===== config.mk =====
export PLATFORM = sky130hd
export DESIGN_NAME = scd_clock_control
export DESIGN_NICKNAME = d
export VERILOG_FILES = /design/src/core/scd_pkg.sv /design/src/core/scd_clock_control.sv /design/src/core/scd_unlock.sv
export SDC_FILE = /design/constraint.sdc
export NUM_CORES = 1
export LEC_CHECK = 0
export BUFFER_PORTS_ARGS = -buffer_cell sky130_fd_sc_hd__buf_4
export CORE_MARGIN = 4
export CORE_UTILIZATION = 53
export DETAILED_ROUTE_END_ITERATION = 7
export HOLD_SLACK_MARGIN = 0.02
export PLACE_DENSITY_LB_ADDON = 0.25
export SYNTH_ARGS = -nofsm -noshare
export SYNTH_HDL_FRONTEND = slang
export SYNTH_HIERARCHICAL = 1
export SYNTH_SLANG_ARGS = --single-unit
export TNS_END_PERCENT = 10

===== constraint.sdc =====
create_clock -name clk -period 3.8 [get_ports clk]
set_clock_uncertainty 0.1 [all_clocks]
set_input_delay 0.76 -clock clk [delete_from_list [all_inputs] [get_ports clk]]
set_output_delay 0.76 -clock clk [all_outputs]
set_load 0.05 [all_outputs]

===== src/core/scd_pkg.sv =====
package scd_pkg;

  // register byte addresses
  localparam logic [7:0] OSC_ADDR  = 8'h00;
  localparam logic [7:0] DIV_ADDR  = 8'h04;
  localparam logic [7:0] FBD_ADDR  = 8'h08;
  localparam logic [7:0] TUN_ADDR  = 8'h0c;
  localparam logic [7:0] PDIV_ADDR = 8'h10;

  // byte lanes of the 16-bit registers
  localparam int LANE_LO = 0;
  localparam int LANE_HI = 1;
  localparam int LANES   = 2;

  // unlock keys, index 0 low byte, index 1 high byte
  localparam logic [1:0][7:0] KEY_FIRST  = {8'h78, 8'h46};
  localparam logic [1:0][7:0] KEY_SECOND = {8'h9a, 8'h57};

  // field positions
  localparam int OSC_CURRENT_SOURCE_SELECT_LSB  = 12;
  localparam int OSC_NEW_SOURCE_SELECT_LSB  = 8;
  localparam int OSC_LOCK_BIT  = 5;
  localparam int OSC_CF_BIT    = 3;
  localparam int OSC_SWR_BIT   = 0;
  localparam int DIV_ROI_BIT   = 15;
  localparam int DIV_DOZE_LSB  = 12;
  localparam int DIV_DOZE_ENABLE_BIT = 11;
  localparam int DIV_FRC_LSB   = 8;
  localparam int DIV_PRE_LSB   = 0;
  localparam int PDIV_VCO_LSB  = 8;
  localparam int PDIV_P1_LSB   = 4;
  localparam int PDIV_P2_LSB   = 0;
  localparam int BYTE_W        = 8;

  // source codes and reset values
  localparam logic [2:0] SRC_FRC   = 3'h0;
  localparam logic [2:0] SRC_RSVD  = 3'h4;
  localparam logic [2:0] SRC_RST   = 3'h7;
  localparam logic [2:0] DOZE_RST  = 3'h3;
  localparam logic [2:0] DOZE_1TO1 = 3'h0;
  localparam logic [2:0] FRC_RST   = 3'h0;
  localparam logic [3:0] PRE_RST   = 4'h1;
  localparam logic [7:0] FBD_RST   = 8'h96;
  localparam logic [5:0] TUN_RST   = 6'h00;
  localparam logic [1:0] VCO_RST   = 2'h0;
  localparam logic [2:0] P1_RST    = 3'h4;
  localparam logic [2:0] P2_RST    = 3'h1;

  typedef enum logic [1:0] {
    UNL_IDLE,
    UNL_ARMED,
    UNL_OPEN
  } scd_unlock_state_t;

  // reserved source code falls back to fast rc
  function automatic logic [2:0] scd_map_source(input logic [2:0] code);
    scd_map_source = (code == SRC_RSVD) ? SRC_FRC : code;
  endfunction : scd_map_source

endpackage : scd_pkg


===== src/core/scd_clock_control.sv =====
`timescale 1ns/10ps
module scd_clock_control
  import scd_pkg::*;
(
  // system
  input  wire logic        clk,
  input  wire logic        sys_rst,
  input  wire logic        clk_en,
  // apb slave
  input  wire logic        psel,
  input  wire logic        penable,
  input  wire logic        pwrite,
  input  wire logic [7:0]  paddr,
  input  wire logic [31:0] pwdata,
  input  wire logic [3:0]  pstrb,
  output logic [31:0]      prdata,
  output logic             pready,
  output logic             pslverr,
  // clock fabric status
  input  wire logic        monitor_fail,
  input  wire logic        switch_done,
  input  wire logic        irq_any,
  input  wire logic        pll_lock,
  // oscillator controls
  output logic             clock_fail_flag,
  output logic             fail_trap,
  output logic             switch_request,
  output logic [2:0]       new_source_select,
  output logic [2:0]       current_source_select,
  // divider controls
  output logic             doze_enable,
  output logic [2:0]       doze_ratio,
  output logic [2:0]       fast_rc_postscaler,
  output logic [3:0]       pll_prescaler,
  output logic [7:0]       pll_feedback_value,
  output logic [5:0]       fast_rc_trim,
  output logic [1:0]       vco_output_divider,
  output logic [2:0]       first_post_divider,
  output logic [2:0]       second_post_divider
);

  logic       cf_reg;
  logic       trap_reg;
  logic       swr_reg;
  logic [2:0] new_source_select_reg;
  logic [2:0] target_reg;
  logic [2:0] current_source_select_reg;
  logic       roi_reg;
  logic [2:0] doze_reg;
  logic       doze_enable_reg;
  logic [2:0] ratio_reg;
  logic [2:0] frc_reg;
  logic [3:0] pre_reg;
  logic [7:0] fbd_reg;
  logic [5:0] tun_reg;
  logic [1:0] vco_reg;
  logic [2:0] p1_reg;
  logic [2:0] p2_reg;

  // bus phase decode
  wire setup_ph = psel & ~penable;
  wire acc_done = psel & penable & pready;
  wire wr_done  = acc_done & pwrite;
  wire hit_osc  = (paddr == OSC_ADDR);
  wire hit_div  = (paddr == DIV_ADDR);
  wire hit_fbd  = (paddr == FBD_ADDR);
  wire hit_tun  = (paddr == TUN_ADDR);
  wire hit_pdiv = (paddr == PDIV_ADDR);
  wire mapped   = hit_osc | hit_div | hit_fbd | hit_tun | hit_pdiv;

  wire div_wr_hi  = wr_done & hit_div & pstrb[LANE_HI];
  wire div_wr_lo  = wr_done & hit_div & pstrb[LANE_LO];
  wire fbd_wr     = wr_done & hit_fbd & pstrb[LANE_LO];
  wire tun_wr     = wr_done & hit_tun & pstrb[LANE_LO];
  wire pdiv_wr_hi = wr_done & hit_pdiv & pstrb[LANE_HI];
  wire pdiv_wr_lo = wr_done & hit_pdiv & pstrb[LANE_LO];

  // per-lane unlock of the oscillator register
  wire [LANES-1:0] osc_lane_wr;
  wire [LANES-1:0] lane_open;
  wire [LANES-1:0] osc_apply;

  genvar gi;
  generate
    for (gi = 0; gi < LANES; gi++) begin : g_lane
      assign osc_lane_wr[gi] = wr_done & hit_osc & pstrb[gi];
      assign osc_apply[gi]   = osc_lane_wr[gi] & lane_open[gi];
      scd_unlock #(
        .KEY1 (KEY_FIRST[gi]),
        .KEY2 (KEY_SECOND[gi])
      ) u_unlock (
        .clk       (clk),
        .sys_rst   (sys_rst),
        .clk_en    (clk_en),
        .lane_wr   (osc_lane_wr[gi]),
        .other_acc (acc_done & ~osc_lane_wr[gi]),
        .wr_byte   (pwdata[gi*BYTE_W +: BYTE_W]),
        .open      (lane_open[gi])
      );
    end
  endgenerate

  // oscillator control next state
  wire sw_cf_set  = osc_apply[LANE_LO] & pwdata[OSC_CF_BIT];
  wire sw_cf_clr  = osc_apply[LANE_LO] & ~pwdata[OSC_CF_BIT];
  wire sw_swr_set = osc_apply[LANE_LO] & pwdata[OSC_SWR_BIT];
  wire swr_done   = swr_reg & switch_done;

  // failure event wins over a clearing write
  wire       cf_next   = monitor_fail | sw_cf_set | (cf_reg & ~sw_cf_clr);
  wire       trap_next = monitor_fail | sw_cf_set;
  wire       swr_next  = sw_swr_set | (swr_reg & ~switch_done);
  wire [2:0] new_source_select_next = osc_apply[LANE_HI] ? pwdata[OSC_NEW_SOURCE_SELECT_LSB +: 3] : new_source_select_reg;
  wire [2:0] current_source_select_next = swr_done ? scd_map_source(new_source_select_reg) : current_source_select_reg;

  // clock divider next state
  wire       roi_next  = div_wr_hi ? pwdata[DIV_ROI_BIT] : roi_reg;
  wire [2:0] doze_next = (div_wr_hi & ~doze_enable_reg) ?
                         pwdata[DIV_DOZE_LSB +: 3] : doze_reg;
  wire       doze_enable_wr  = div_wr_hi ?
                         (pwdata[DIV_DOZE_ENABLE_BIT] & (doze_next != DOZE_1TO1)) :
                         doze_enable_reg;
  wire       doze_enable_next = (irq_any & roi_reg) ? 1'b0 : doze_enable_wr;
  wire [2:0] ratio_next = doze_enable_next ? doze_next : DOZE_1TO1;
  wire [2:0] frc_next   = div_wr_hi ? pwdata[DIV_FRC_LSB +: 3] : frc_reg;
  wire [3:0] pre_next   = div_wr_lo ? pwdata[DIV_PRE_LSB +: 4] : pre_reg;

  // read views
  wire [15:0] osc_view = (16'(current_source_select_reg) << OSC_CURRENT_SOURCE_SELECT_LSB) |
                         (16'(new_source_select_reg) << OSC_NEW_SOURCE_SELECT_LSB) |
                         (16'(pll_lock) << OSC_LOCK_BIT) |
                         (16'(cf_reg) << OSC_CF_BIT) |
                         (16'(swr_reg) << OSC_SWR_BIT);
  wire [15:0] div_view = (16'(roi_reg) << DIV_ROI_BIT) |
                         (16'(doze_reg) << DIV_DOZE_LSB) |
                         (16'(doze_enable_reg) << DIV_DOZE_ENABLE_BIT) |
                         (16'(frc_reg) << DIV_FRC_LSB) |
                         (16'(pre_reg) << DIV_PRE_LSB);
  wire [15:0] pdiv_view = (16'(vco_reg) << PDIV_VCO_LSB) |
                          (16'(p1_reg) << PDIV_P1_LSB) |
                          (16'(p2_reg) << PDIV_P2_LSB);
  wire [15:0] rd_view = hit_osc  ? osc_view :
                        hit_div  ? div_view :
                        hit_fbd  ? 16'(fbd_reg) :
                        hit_tun  ? 16'(tun_reg) :
                        hit_pdiv ? pdiv_view : 16'h0000;

  // apb answer: one access cycle, no waits
  always_ff @(posedge clk or posedge sys_rst) begin
    if (sys_rst) begin
      pready  <= 1'b0;
      prdata  <= 32'h0000_0000;
      pslverr <= 1'b0;
    end else if (clk_en) begin
      pready <= setup_ph;
      if (setup_ph) begin
        prdata  <= pwrite ? 32'h0000_0000 : 32'(rd_view);
        pslverr <= ~mapped;
      end
    end
  end

  // oscillator control
  always_ff @(posedge clk or posedge sys_rst) begin
    if (sys_rst) begin
      cf_reg     <= 1'b0;
      trap_reg   <= 1'b0;
      swr_reg    <= 1'b0;
      new_source_select_reg   <= SRC_RST;
      target_reg <= SRC_RST;
      current_source_select_reg   <= SRC_RST;
    end else if (clk_en) begin
      cf_reg     <= cf_next;
      trap_reg   <= trap_next;
      swr_reg    <= swr_next;
      new_source_select_reg   <= new_source_select_next;
      target_reg <= scd_map_source(new_source_select_next);
      current_source_select_reg   <= current_source_select_next;
    end
  end

  // clock divider
  always_ff @(posedge clk or posedge sys_rst) begin
    if (sys_rst) begin
      roi_reg   <= 1'b0;
      doze_reg  <= DOZE_RST;
      doze_enable_reg <= 1'b0;
      ratio_reg <= DOZE_1TO1;
      frc_reg   <= FRC_RST;
      pre_reg   <= PRE_RST;
    end else if (clk_en) begin
      roi_reg   <= roi_next;
      doze_reg  <= doze_next;
      doze_enable_reg <= doze_enable_next;
      ratio_reg <= ratio_next;
      frc_reg   <= frc_next;
      pre_reg   <= pre_next;
    end
  end

  // pll feedback, trim and output dividers
  always_ff @(posedge clk or posedge sys_rst) begin
    if (sys_rst) begin
      fbd_reg <= FBD_RST;
      tun_reg <= TUN_RST;
      vco_reg <= VCO_RST;
      p1_reg  <= P1_RST;
      p2_reg  <= P2_RST;
    end else if (clk_en) begin
      if (fbd_wr) begin
        fbd_reg <= pwdata[BYTE_W-1:0];
      end
      if (tun_wr) begin
        tun_reg <= pwdata[5:0];
      end
      if (pdiv_wr_hi) begin
        vco_reg <= pwdata[PDIV_VCO_LSB +: 2];
      end
      if (pdiv_wr_lo) begin
        p1_reg <= pwdata[PDIV_P1_LSB +: 3];
        p2_reg <= pwdata[PDIV_P2_LSB +: 3];
      end
    end
  end

  assign clock_fail_flag       = cf_reg;
  assign fail_trap             = trap_reg;
  assign switch_request        = swr_reg;
  assign new_source_select     = target_reg;
  assign current_source_select = current_source_select_reg;
  assign doze_enable           = doze_enable_reg;
  assign doze_ratio            = ratio_reg;
  assign fast_rc_postscaler    = frc_reg;
  assign pll_prescaler         = pre_reg;
  assign pll_feedback_value    = fbd_reg;
  assign fast_rc_trim          = tun_reg;
  assign vco_output_divider    = vco_reg;
  assign first_post_divider    = p1_reg;
  assign second_post_divider   = p2_reg;

  wire [3:0] pre_field = pwdata[DIV_PRE_LSB +: 4];
  wire [7:0] fbd_field = pwdata[BYTE_W-1:0];
endmodule : scd_clock_control


===== src/core/scd_unlock.sv =====
`timescale 1ns/10ps
module scd_unlock
  import scd_pkg::*;
#(
  parameter logic [7:0] KEY1 = 8'h00,
  parameter logic [7:0] KEY2 = 8'h00
)(
  // clock and reset
  input  wire logic       clk,
  input  wire logic       sys_rst,
  input  wire logic       clk_en,
  // bus events
  input  wire logic       lane_wr,
  input  wire logic       other_acc,
  input  wire logic [7:0] wr_byte,
  // one write may pass
  output logic            open
);

  scd_unlock_state_t state_reg;
  scd_unlock_state_t state_next;

  // any other access breaks the back-to-back sequence
  always_comb begin
    state_next = state_reg;
    if (other_acc) begin
      state_next = UNL_IDLE;
    end else if (lane_wr) begin
      unique case (state_reg)
        UNL_OPEN: begin
          state_next = UNL_IDLE;
        end
        UNL_ARMED: begin
          state_next = (wr_byte == KEY2) ? UNL_OPEN :
                       (wr_byte == KEY1) ? UNL_ARMED : UNL_IDLE;
        end
        UNL_IDLE: begin
          state_next = (wr_byte == KEY1) ? UNL_ARMED : UNL_IDLE;
        end
      endcase
    end
  end

  always_ff @(posedge clk or posedge sys_rst) begin
    if (sys_rst) begin
      state_reg <= UNL_IDLE;
    end else if (clk_en) begin
      state_reg <= state_next;
    end
  end

  assign open = (state_reg == UNL_OPEN);

endmodule : scd_unlock


==> impl_summary.log, run 1 <==
INFO  metric status = complete, no violations
INFO  metric hold_buffers = 0
INFO  metric flow.area_growth_from_synthesis = 23.5%
INFO  metric tightest_slew = 0.700 ns
INFO  metric global_route_wire_length_before_repair = between 10 and 15 mm
INFO  metric clkPwrFrac = 39.2%
INFO  metric cts_resized = 0
INFO  metric hpwlAfterDp = 6.70 mm
INFO  metric io_pins = 130
INFO  metric final-setup-viol-count = 0
INFO  metric vdd.ir_drop.worst = 0.000176 V
INFO  metric largest_reg_flops = 16
INFO  metric regToRegStartpoint = pready
INFO  metric clock_sink_count = 69
INFO  metric endpoint_kind = flip-flop
INFO  metric portBuffers = 95
INFO  metric max-slew-margin-rel = between 50% and 60%
INFO  metric dieArea = 0.00808 mm2
INFO  metric design.core.area = 0.00642 mm2
INFO  metric gp_congestion = 0.816
INFO  metric grt_start_max_net_pins = 36
INFO  metric yosysWarningCount = 6
INFO  metric fmax = 0.387 GHz
INFO  metric synth.distinct_cells = just over 50
INFO  metric finalWirelength = 8.95 mm
INFO  metric grt_overflow_total = 0
INFO  metric holdCritPathClass = in -> async
INFO  metric timing_worst_setup_path_type = in -> reg
INFO  metric grt_setup_unrepaired = no
INFO  metric final_core_utilization = 68.4%
INFO  metric critical_path.max_stage_delay = 0.57 ns
INFO  metric combPwrFrac = a little under an eighth
INFO  metric power.sequential.fraction = 49.4%
INFO  metric powerDensity = 343 mW/mm2
INFO  metric nNetsFinal = around 470
INFO  metric worst-r2r-setup-slack = 1.64 ns
INFO  metric final_antenna_net_count = 0
INFO  metric crit_path_start = paddr[0]
INFO  metric number_of_antenna_violations_at_the_first_check_in_global_routing = 0
INFO  metric cp_data_required_time = 3.93 ns
INFO  metric initial_utilization = 55.3%
INFO  metric post_route_cells_drive_above_1_share = 43.2%
INFO  metric worstPathArrival = 2.72 ns
INFO  metric drc = 0
INFO  metric p_leak = around 2.2 nW
INFO  metric synth_enable_flop_cells = 0
INFO  metric final_hold_vio_count = 0
INFO  metric worst_setup_path_start_kind = input pin
INFO  metric number_of_flip_flops_and_latches_in_the_synthesized_netlist = slightly below 70
INFO  metric synthesis.instances = around 330
INFO  metric timing.critical_path.slowest_stage_cell = or4_4
INFO  metric tritoncts_clock_tree = built
INFO  metric ys_seq_area_share = around half
INFO  metric crit_fanout = 6
INFO  metric totalNegativeSetupSlack = 0 ns
INFO  metric tritoncts.num_buffers = 9
INFO  metric critical_path_cell_sequence = buf_4, or4_4, nor4_1, and3_1, mux2_2
INFO  metric std_cell_rows = 29
INFO  metric timing.final.max_slew_violations = 0
INFO  metric dr.first_iter.drc_count = 199
INFO  metric htree_num_levels = 3
INFO  metric max_cap_violations = 0
INFO  metric grt_util_all_layers = 22.6%
INFO  metric timing.final.crit_share = between 60% and 70%
INFO  metric post_drt_wl_per_cell = around 18 um
INFO  metric fin_crit = 2.58 ns
INFO  metric clk_root_buffer_cell = clkbuf_8
INFO  metric asyncSetResetFlopFracSynth = 100%
INFO  metric mappedNetlistArea = 0.00355 mm2
INFO  metric fp.dieH = 89.9 um
INFO  metric route.detailed.vias_per_inst = 5.82
INFO  metric syn-mean-instance-area = between 10 and 15 um2
INFO  metric switching_share = 26.4%
INFO  metric total_switching_power = just under 0.4 mW
INFO  metric die_x = 89.9 um
INFO  metric routed-via-count = 2889
INFO  metric first_global_vias = 2862
INFO  metric clk_latency = 0.34 ns
INFO  metric min_hold_slack = 0.190 ns
INFO  metric synthFlopType = dfrtp_1
INFO  metric internal_power = 1.11 mW
INFO  metric antenna-diode-count = 0
INFO  metric max_flop_register = prdata
INFO  metric clk_transition_reported_paths = 0.07 ns
INFO  metric cts.path.max_buffers = 2
INFO  metric detailedRoute.firstPassIterationCount = 6
INFO  metric cts_setup_buffers = 0
[per-stage QoR]
step / worst slack, ns / cell area [um2] / power [mW] / std cells
5_1_grt: 1.21 / 4390 / 1.56 / 496
2_1_floorplan: 1.26 / 3610 / 0.875 / 343
3_5_place_dp: 0.914 / 4200 / 0.928 / 480
3_3_place_gp: 0.939 / 4200 / 0.926 / 480
4_1_cts: 1.28 / 4390 / 1.51 / 496
6_report: 1.22 / 4390 / 1.51 / 496
[worst max-delay path: cells and delay by family]
| family | cells | cell delay (ns) |
|---|---|---|
| mux | 1 | 0.38 |
| buf+inv | 1 | 0.11 |
| simple gates | 3 | 1.47 |
[final cells by class]
class                   instances  area, um2
multi-input cells             225       1570
clock buffers                  12        145
well taps                      77       96.3
repair buffers                 99        743
fillers                       510       2030
inverters                      10       37.5
flip-flops and latches         69       1750
clock inverters                 4       47.5
[layout by cell type (no fill, tap or decap), types with 4 or more instances in the layout]
master    synthesis  final
and3_1            5      5
clkbuf_8          0     10
nor3_1            5      5
nor4_1            4      4
inv_1            10      9
conb_1            1     16
mux2_2           39     39
dfrtp_1          53     53
buf_4            25     99
nor2b_1           6      6
nand2_1          34     34
o21ai_0          12     12
a21oi_1          15     15
nor2_1           13     13
dfstp_2          16     16
a22oi_1           6      6
a22o_1            6      6
mux2i_1           5      5
nand3_1          12     12
[Yosys cell counts (all sizes together) (7+ instances only)]
cell     n  area [um2]
o21ai   12        60.1
dfstp   16         420
nand3   13        70.1
clkbuf   7        26.3
buf     32         226
nand2   34         128
dfrtp   53        1330
mux2    39         439
inv     10        37.5
a21oi   15        75.1
nor2    15        61.3
[final timing paths]
check / cells after the start / to
max in group asynchronous: 3 / current_source_select[0]
min: 2 / g_lane[0].u_unlock/state_reg[0]
max reg2reg: 6 / g_lane[1].u_unlock/state_reg[1]
min in group clk: 1 / pslverr
min reg2reg: 1 / pslverr
max: 5 / fast_rc_trim[5]
[cell families (layout without fill, tap and decap cells)]
group	Yosys count	count (layout)	share of synthesized area, %
simple gates	103	103	16.4
buf+inv	49	125	8.17
compound gates	61	61	11.8
mux	45	45	14.4
flops	69	69	49.1
other cells	1	16	0.105
[power groups by stage]
stage	combinational, mW	clock [mW]	sequential [mW]
2_1_floorplan	0.0981	0	0.777
3_3_place_gp	0.168	0	0.758
3_5_place_dp	0.170	0	0.758
4_1_cts	0.171	0.596	0.744
5_1_grt	0.183	0.632	0.745
6_report	0.171	0.590	0.744
[per-layer routing]
layer  routed length [um]  GRT usage, %
met5                    0             0
met4                   77          5.61
met3                  747          6.18
met2                 4290          35.7
met1                 3830          31.3
Power figures use the tool's default switching activity.
==> inputs of run 2 (changes only) <==
--- a/config.mk
+++ b/config.mk
@@ -5,9 +5,10 @@
 export SDC_FILE = /design/constraint.sdc
 export NUM_CORES = 1
 export LEC_CHECK = 0
+export ABC_AREA = 1
 export BUFFER_PORTS_ARGS = -buffer_cell sky130_fd_sc_hd__buf_4
 export CORE_MARGIN = 4
-export CORE_UTILIZATION = 53
+export CORE_UTILIZATION = 50
 export DETAILED_ROUTE_END_ITERATION = 7
 export HOLD_SLACK_MARGIN = 0.02
 export PLACE_DENSITY_LB_ADDON = 0.25
==> constraint.sdc (replaced) <==
create_clock -name clk -period 2.5 [get_ports clk]
set_clock_uncertainty 0.1 [all_clocks]
set_input_delay 0.5 -clock clk [delete_from_list [all_inputs] [get_ports clk]]
set_output_delay 0.5 -clock clk [all_outputs]
set_load 0.05 [all_outputs]
==> impl_summary.log, run 2 <==
INFO  metric vdd.ir_drop.worst = 0.000294 V (+67%)
INFO  metric nNetsFinal = 585 (+25%)
INFO  metric grt_overflow_total = 0 (unchanged)
INFO  metric hpwlAfterDp = 7.30 mm (+8.9%)
INFO  metric design.core.area = 0.00683 mm2 (+6.4%)
INFO  metric yosysTopAreaCellShare = 37.6% (+0.32 points)
INFO  metric post_route_cells_drive_above_1_share = 30.8% (-12 points)
INFO  metric routed-via-count = 3216 (+11%)
INFO  metric final_critical_path_setup_slack = 0.587 ns (-0.630 ns)
INFO  metric layout.cells.most_common = nand2_1
INFO  metric std_cell_rows = 30 (+3.4%)
INFO  metric yosys.area.top_type = dfrtp_1
INFO  metric ys_top_cells_by_area = dfrtp_1 38%, nand2_1 13%, dfstp_2 12%, buf_4 5.5%, o21ai_1 4.8%
INFO  metric number_of_antenna_violations_at_the_first_check_in_global_routing = 0 (unchanged)
INFO  metric fmax = 0.523 GHz
INFO  metric mappedNetlistArea = 0.00352 mm2 (-0.84%)
INFO  metric internal_power = 1.80 mW (+63%)
INFO  metric fp.dieH = 92.0 um (+2.3%)
INFO  metric first_global_vias = 3059 (+6.9%)
INFO  metric synthFlopType = dfrtp_1
INFO  metric synthTopCellsByCount = 126 x nand2_1, 53 x dfrtp_1, 40 x inv_1
INFO  metric timing.final.max_slew_violations = 0 (unchanged)
INFO  metric worstPathArrival = 2.08 ns (-0.64 ns)
INFO  metric cp_data_required_time = 2.67 ns (-1.26 ns)
INFO  metric cts.path.max_buffers = 2 (unchanged)
INFO  metric number_of_flip_flops_and_latches_in_the_synthesized_netlist = 69 (unchanged)
INFO  metric antenna-diode-count = 0 (unchanged)
INFO  metric crit_fanout = 15 (+9)
INFO  metric clock_sink_count = 69 (unchanged)
INFO  metric grt_start_max_net_pins = 50 (+39%)
INFO  metric post_drt_wl_per_cell = 14.9 um (-18%)
INFO  metric route.detailed.vias_per_inst = 5.09 (-13%)
INFO  metric timing_worst_setup_path_type = reg -> reg
INFO  metric initial_utilization = 51.6% (-3.8 points)
INFO  metric largest_reg_flops = 16 (unchanged)
INFO  metric sequential_cell_area = 0.00175 mm2 (unchanged)
INFO  metric clk_latency = 0.34 ns (about the same)
INFO  metric multiInputGateArea = 0.00144 mm2 (-8.5%)
INFO  metric endpoint_kind = flip-flop
INFO  metric die_x = 92.0 um (+2.3%)
INFO  metric max_cap_violations = 0 (unchanged)
INFO  metric gp_congestion = 0.836 (+2.4%)
INFO  metric ys_seq_area_share = 49.6% (+0.42 points)
INFO  metric preCtsSetupSlack = 0.282 ns (-0.632 ns)
INFO  metric p_leak = 2.25 nW (+4.5%)
INFO  metric grt_util_all_layers = 23.3% (+0.64 points)
INFO  metric switching_share = 26.0% (-0.37 points)
INFO  metric combPwrFrac = 11.0% (-0.4 points)
INFO  metric final-setup-viol-count = 0 (unchanged)
INFO  metric final_hold_vio_count = 0 (unchanged)
INFO  metric worst_setup_path_start_kind = flip-flop
INFO  metric synth.distinct_cells = 33 (-35%)
INFO  metric portBuffers = 95 (unchanged)
INFO  metric synthesis.instances = 432 (+32%)
INFO  metric timing.final.crit_share = 76.5%
INFO  metric max_flop_register = prdata
INFO  metric total_switching_power = 0.634 mW (+60%)
INFO  metric drc = 0 (unchanged)
INFO  metric tritoncts_clock_tree = built
INFO  metric most-common-layout-cells = 126 x nand2_1, 104 x buf_4, 53 x dfrtp_1, 39 x inv_1, 34 x o21ai_1
INFO  metric status = complete, no violations
INFO  metric asyncSetResetFlopFracSynth = 100% (unchanged)
INFO  metric clk_root_buffer_cell = clkbuf_8
INFO  metric tritoncts.num_buffers = 9 (unchanged)
INFO  metric power.sequential.fraction = 46.8% (-2.6 points)
INFO  metric io_pins = 130 (unchanged)
INFO  metric totalNegativeSetupSlack = 0 ns (unchanged)
INFO  metric final_antenna_net_count = 0 (unchanged)
INFO  metric yosysWarningCount = 6 (unchanged)
INFO  metric flow.area_growth_from_synthesis = 28.0%
INFO  metric syn-mean-instance-area = 8.16 um2 (-25%)
INFO  metric fin_crit = between 1.5 and 2 ns
INFO  metric grt_setup_unrepaired = no
INFO  metric synth_most_common_cell = nand2_1
INFO  metric dieArea = 0.00846 mm2 (+4.6%)
INFO  metric global_route_wire_length_before_repair = 15.4 mm (+3.7%)
INFO  metric detailedRoute.firstPassIterationCount = 5 (-1)
INFO  metric htree_num_levels = 3 (unchanged)
INFO  metric num-fill-cells = 600 (+18%)
INFO  metric clkPwrFrac = 42.2% (+3.0 points)
INFO  metric dr.first_iter.drc_count = 158 (-21%)
INFO  metric finalWirelength = 9.39 mm (+4.9%)
INFO  metric holdCritPathClass = in -> reg
INFO  metric clk_transition_reported_paths = 0.07 ns (about the same)
INFO  metric synth_enable_flop_cells = 0 (unchanged)
INFO  metric powerDensity = 540 mW/mm2 (+57%)
run 2: cell count changes after synthesis, moves of 6 or more:
cell / before / now
nand3_1: 12 / 23
nor2b_1: 6 / 0
nor2_2: 2 / 9
a22oi_1: 6 / 0
nand2_1: 34 / 126
inv_1: 10 / 40
o21ai_0: 12 / 20
a21oi_1: 15 / 8
o21ai_1: 0 / 34
mux2_2: 39 / 0
nor2_1: 13 / 23
run 2: power by group through the flow:
| stage | registers, mW | logic (mW) | clock network [mW] |
|---|---|---|---|
| after detailed placement | 1.16 | 0.265 | 0 |
| after floorplan | 1.18 | 0.164 | 0 |
| final | 1.14 | 0.268 | 1.03 |
| after global routing | 1.14 | 0.290 | 1.09 |
| after global placement | 1.16 | 0.260 | 0 |
| after CTS | 1.14 | 0.267 | 1.04 |
run 2: metrics by stage:
| step | hold WS (ns) | cell area, um2 | cells | utilization (%) | power, mW |
|---|---|---|---|---|---|
| detailed placement | 0.283 | 4280 | 615 | 62.6 | 1.43 |
| finish | 0.291 | 4510 | 632 | 66.0 | 2.44 |
| floorplan | 0.141 | 3580 | 447 | - | 1.35 |
| global placement | 0.281 | 4280 | 615 | 62.6 | 1.42 |
| global route | 0.281 | 4510 | 632 | 66.0 | 2.52 |
| CTS | 0.275 | 4510 | 632 | 66.0 | 2.45 |
run 2: path summary, 6_finish.rpt:
kind / from / to / slack, ns / cells after the start
max: pready / pll_feedback_value[7] / 0.59 / 6
min: pwdata[7] / pll_feedback_value[7] / 0.29 / 2
max reg2reg: pready / pll_feedback_value[7] / 0.59 / 6
min reg2reg: new_source_select[2] / new_source_select[2] / 0.38 / 2
max in group asynchronous: sys_rst / pll_feedback_value[1] / 1.05 / 4
min in group asynchronous: sys_rst / g_lane[1].u_unlock/state_reg[1] / 0.48 / 3
run 2: layout make-up:
type	count	area share, %
Inverter	45	3.74
Clock inverter	5	1.86
Sequential cell	69	38.7
Multi-Input combinational cell	300	31.9
Timing Repair Buffer	106	18.0
Tap cell	96	2.66
Clock buffer	11	3.13
run 2: metal layers:
metal | GRT usage (%) | vias up | part of all wire (%)
met5 | 0 | - | 0
met4 | 10.9 | 0 | 2.7
met3 | 3.94 | 18 | 6.5
met2 | 36.2 | 123 | 46
met1 | 31.8 | 1523 | 45
li1 | - | 1552 | -
run 2: critical path: stages (launching register included):
cell and delay, ns:
dfrtp_1 0.38, nand3_1 0.21, nor2_1 0.20, nand2_1 0.11, nor2_2 0.21, nand2_2 0.24
mux2_1 0.38
run 2: logic make-up after synthesis:
| logic type | count (synthesis) | synth area share [%] |
|---|---|---|
| simple gates | 205 | 26.2 |
| mux | 3 | 0.958 |
| other cells | 1 | 0.106 |
| flops | 69 | 49.6 |
| compound gates | 76 | 12.0 |
| buf+inv | 78 | 11.2 |
run 2: what timing repair did:
action / CTS / global route
hold endpoints to repair: 4 / 0
resized for setup: 0 / 0
setup buffers: 0 / 0
hold buffers: 1 / 0
==> inputs of run 3 (changes only) <==
==> constraint.sdc (replaced) <==
create_clock -name clk -period 1.8 [get_ports clk]
set_clock_uncertainty 0.1 [all_clocks]
set_input_delay 0.36 -clock clk [delete_from_list [all_inputs] [get_ports clk]]
set_output_delay 0.36 -clock clk [all_outputs]
set_load 0.05 [all_outputs]
==> impl_summary.log, run 3 (synthesis results as in run 2) <==
INFO  metric status = complete, no violations
INFO  metric dieArea = 0.00846 mm2 (unchanged)
INFO  metric holdCritPathClass = in -> reg
INFO  metric most-common-layout-cells = 131 x buf_4, 125 x nand2_1, 53 x dfrtp_1, 38 x inv_1, 34 x o21ai_1
INFO  metric final_hold_vio_count = 0 (unchanged)
INFO  metric design.core.area = 0.00683 mm2 (unchanged)
INFO  metric fin_crit = 1.69 ns (-0.226 ns)
INFO  metric clk_transition_reported_paths = 0.07 ns (about the same)
INFO  metric first_global_vias = 3234 (+5.7%)
INFO  metric initial_utilization = 51.6% (unchanged)
INFO  metric hpwlAfterDp = 7.41 mm (+1.4%)
INFO  metric grt_overflow_total = 0 (unchanged)
INFO  metric nNetsFinal = 616 (+5.3%)
INFO  metric timing.final.max_slew_violations = 0 (unchanged)
INFO  metric largest_reg_flops = 16 (unchanged)
INFO  metric post_route_cells_drive_above_1_share = 35.4% (+4.7 points)
INFO  metric clk_root_buffer_cell = clkbuf_8
INFO  metric totalNegativeSetupSlack = 0 ns (unchanged)
INFO  metric final-setup-viol-count = 0 (unchanged)
INFO  metric max-slew-margin-rel = 63.3%
INFO  metric fmax = 0.593 GHz (+13%)
INFO  metric min_hold_slack = 0.138 ns (-0.153 ns)
INFO  metric critical_path.max_stage_delay = 0.40 ns (+0.02 ns)
INFO  metric grt_start_max_net_pins = 24 (-52%)
INFO  metric placed_cells_incl_taps = 644 (+4.7%)
INFO  metric max_flop_register = prdata
INFO  metric final_critical_path_setup_slack = 0.112 ns (-0.474 ns)
INFO  metric antenna-diode-count = 0 (unchanged)
INFO  metric timing.critical_path.slowest_stage_cell = dfrtp_1
INFO  metric max_cap_violations = 0 (unchanged)
INFO  metric cp_data_required_time = 1.92 ns (-0.75 ns)
INFO  metric worst_setup_path_start_kind = flip-flop
INFO  metric tritoncts.num_buffers = 9 (unchanged)
INFO  metric internal_power = 2.27 mW (+26%)
INFO  metric timing.final.crit_share = 93.8% (+17 points)
INFO  metric flow.area_growth_from_synthesis = 35.3%
INFO  metric global_route_wire_length_before_repair = 15.8 mm (+2.7%)
INFO  metric detailedRoute.firstPassIterationCount = 5 (unchanged)
INFO  metric endpoint_kind = flip-flop
INFO  metric vdd.ir_drop.worst = 0.000490 V (+66%)
INFO  metric post_drt_wl_per_cell = 14.4 um (-3.0%)
INFO  metric final_antenna_net_count = 0 (unchanged)
INFO  metric tritoncts_clock_tree = built
INFO  metric final_core_utilization = 69.8% (+3.8 points)
INFO  metric number_of_antenna_violations_at_the_first_check_in_global_routing = 0 (unchanged)
INFO  metric fp.dieH = 92.0 um (unchanged)
INFO  metric combPwrFrac = 12.7% (+1.7 points)
INFO  metric tightest_slew = 0.549 ns
INFO  metric layout.cells.most_common = buf_4
INFO  metric portBuffers = 95 (unchanged)
INFO  metric post-route-cell-area = 0.00477 mm2 (+5.7%)
INFO  metric timing.critical_path.buf_inv = 1 (+1)
INFO  metric powerDensity = 658 mW/mm2 (+22%)
INFO  metric critical_path_cell_sequence = nand3_4, nor2_1, nand2_1, nor2_2, nand2_2, buf_12, nand2_1, o21ai_1
INFO  metric grt_util_all_layers = 23.7% (+0.39 points)
INFO  metric die_x = 92.0 um (unchanged)
INFO  metric dr.first_iter.drc_count = 173 (+9.5%)
INFO  metric htree_num_levels = 3 (unchanged)
INFO  metric num-fill-cells = 564 (-6.0%)
INFO  metric power.sequential.fraction = 50.6% (+3.8 points)
INFO  metric worstPathArrival = 1.81 ns (-0.27 ns)
INFO  metric crit_fanout = 10 (-5)
INFO  metric route.detailed.vias_per_inst = 4.96 (-2.5%)
INFO  metric switching_share = 27.5% (+1.5 points)
INFO  metric drc = 0 (unchanged)
INFO  metric crit_top_cell = nand2_1
INFO  metric worst_path_dominant_cell_family = simple AND/OR/NAND/NOR gates
INFO  metric clk_latency = 0.34 ns (about the same)
INFO  metric io_pins = 130 (unchanged)
INFO  metric gp_congestion = 0.864 (+3.4%)
INFO  metric routed-via-count = 3291 (+2.3%)
INFO  metric total_switching_power = 0.864 mW (+36%)
INFO  metric clock_sink_count = 69 (unchanged)
INFO  metric totalPowerFinal = 3.14 mW (+29%)
INFO  metric timing_worst_setup_path_type = reg -> reg
INFO  metric clkPwrFrac = 36.7% (-5.5 points)
INFO  metric std_cell_rows = 30 (unchanged)
INFO  metric cts.path.max_buffers = 2 (unchanged)
INFO  metric grt_setup_unrepaired = yes
INFO  metric preCtsSetupSlack = -0.136 ns (-0.418 ns)
INFO  metric dpl-instance-area = 0.00454 mm2 (+6.1%)
INFO  metric p_leak = 2.40 nW (+6.5%)
INFO  metric finalWirelength = 9.55 mm (+1.8%)
INFO  metric final_cells = 663 (+4.9%)
==> run 3: repair_timing <==
item | 4_1_cts | 5_1_grt
endpoints found under the hold margin | 21 | 0
pin swaps | 1 | 3
gates resized for setup | 1 | 7
setup buffers | 1 | 1
endpoints found under the setup margin | 1 | 26
hold buffers | 1 | 0
==> run 3: area by class of cell <==
class | count | area [um2] | share of cell area [%]
sequential | 69 | 1750 | 36.6
multi-input combinational | 300 | 1470 | 30.8
timing repair buffer | 137 | 1080 | 22.7
inverter | 45 | 173 | 3.62
clock buffer | 12 | 155 | 3.25
tap | 96 | 120 | 2.52
clock inverter | 4 | 22.5 | 0.472
==> run 3: power by group through the flow <==
stage | logic [mW] | clock network, mW | registers [mW]
finish | 0.398 | 1.15 | 1.59
global route | 0.434 | 1.24 | 1.59
CTS | 0.396 | 1.17 | 1.59
detailed placement | 0.392 | 0 | 1.61
global placement | 0.386 | 0 | 1.61
floorplan | 0.228 | 0 | 1.64
==> run 3: path summary, 6_finish.rpt <==
kind | start | end | slack [ns] | cells after the start
hold / removal | pwdata[15] | roi_reg | 0.14 | 2
min in group asynchronous | sys_rst | g_lane[1].u_unlock/state_reg[1] | 0.35 | 3
setup / recovery | pready | pll_feedback_value[0] | 0.11 | 8
setup reg to reg | pready | pll_feedback_value[0] | 0.11 | 8
hold reg to reg | pll_feedback_value[4] | pll_feedback_value[4] | 0.38 | 2
max in group asynchronous | sys_rst | pll_feedback_value[1] | 0.50 | 4
==> run 3: per-layer routing <==
layer  vias up  track usage [%]  wire length [um]
met4         0             5.82               127
met5         -                0                 0
li1       1615                -                 -
met1      1548             31.5              4210
met3        13             5.82               632
met2       115             39.0              4580
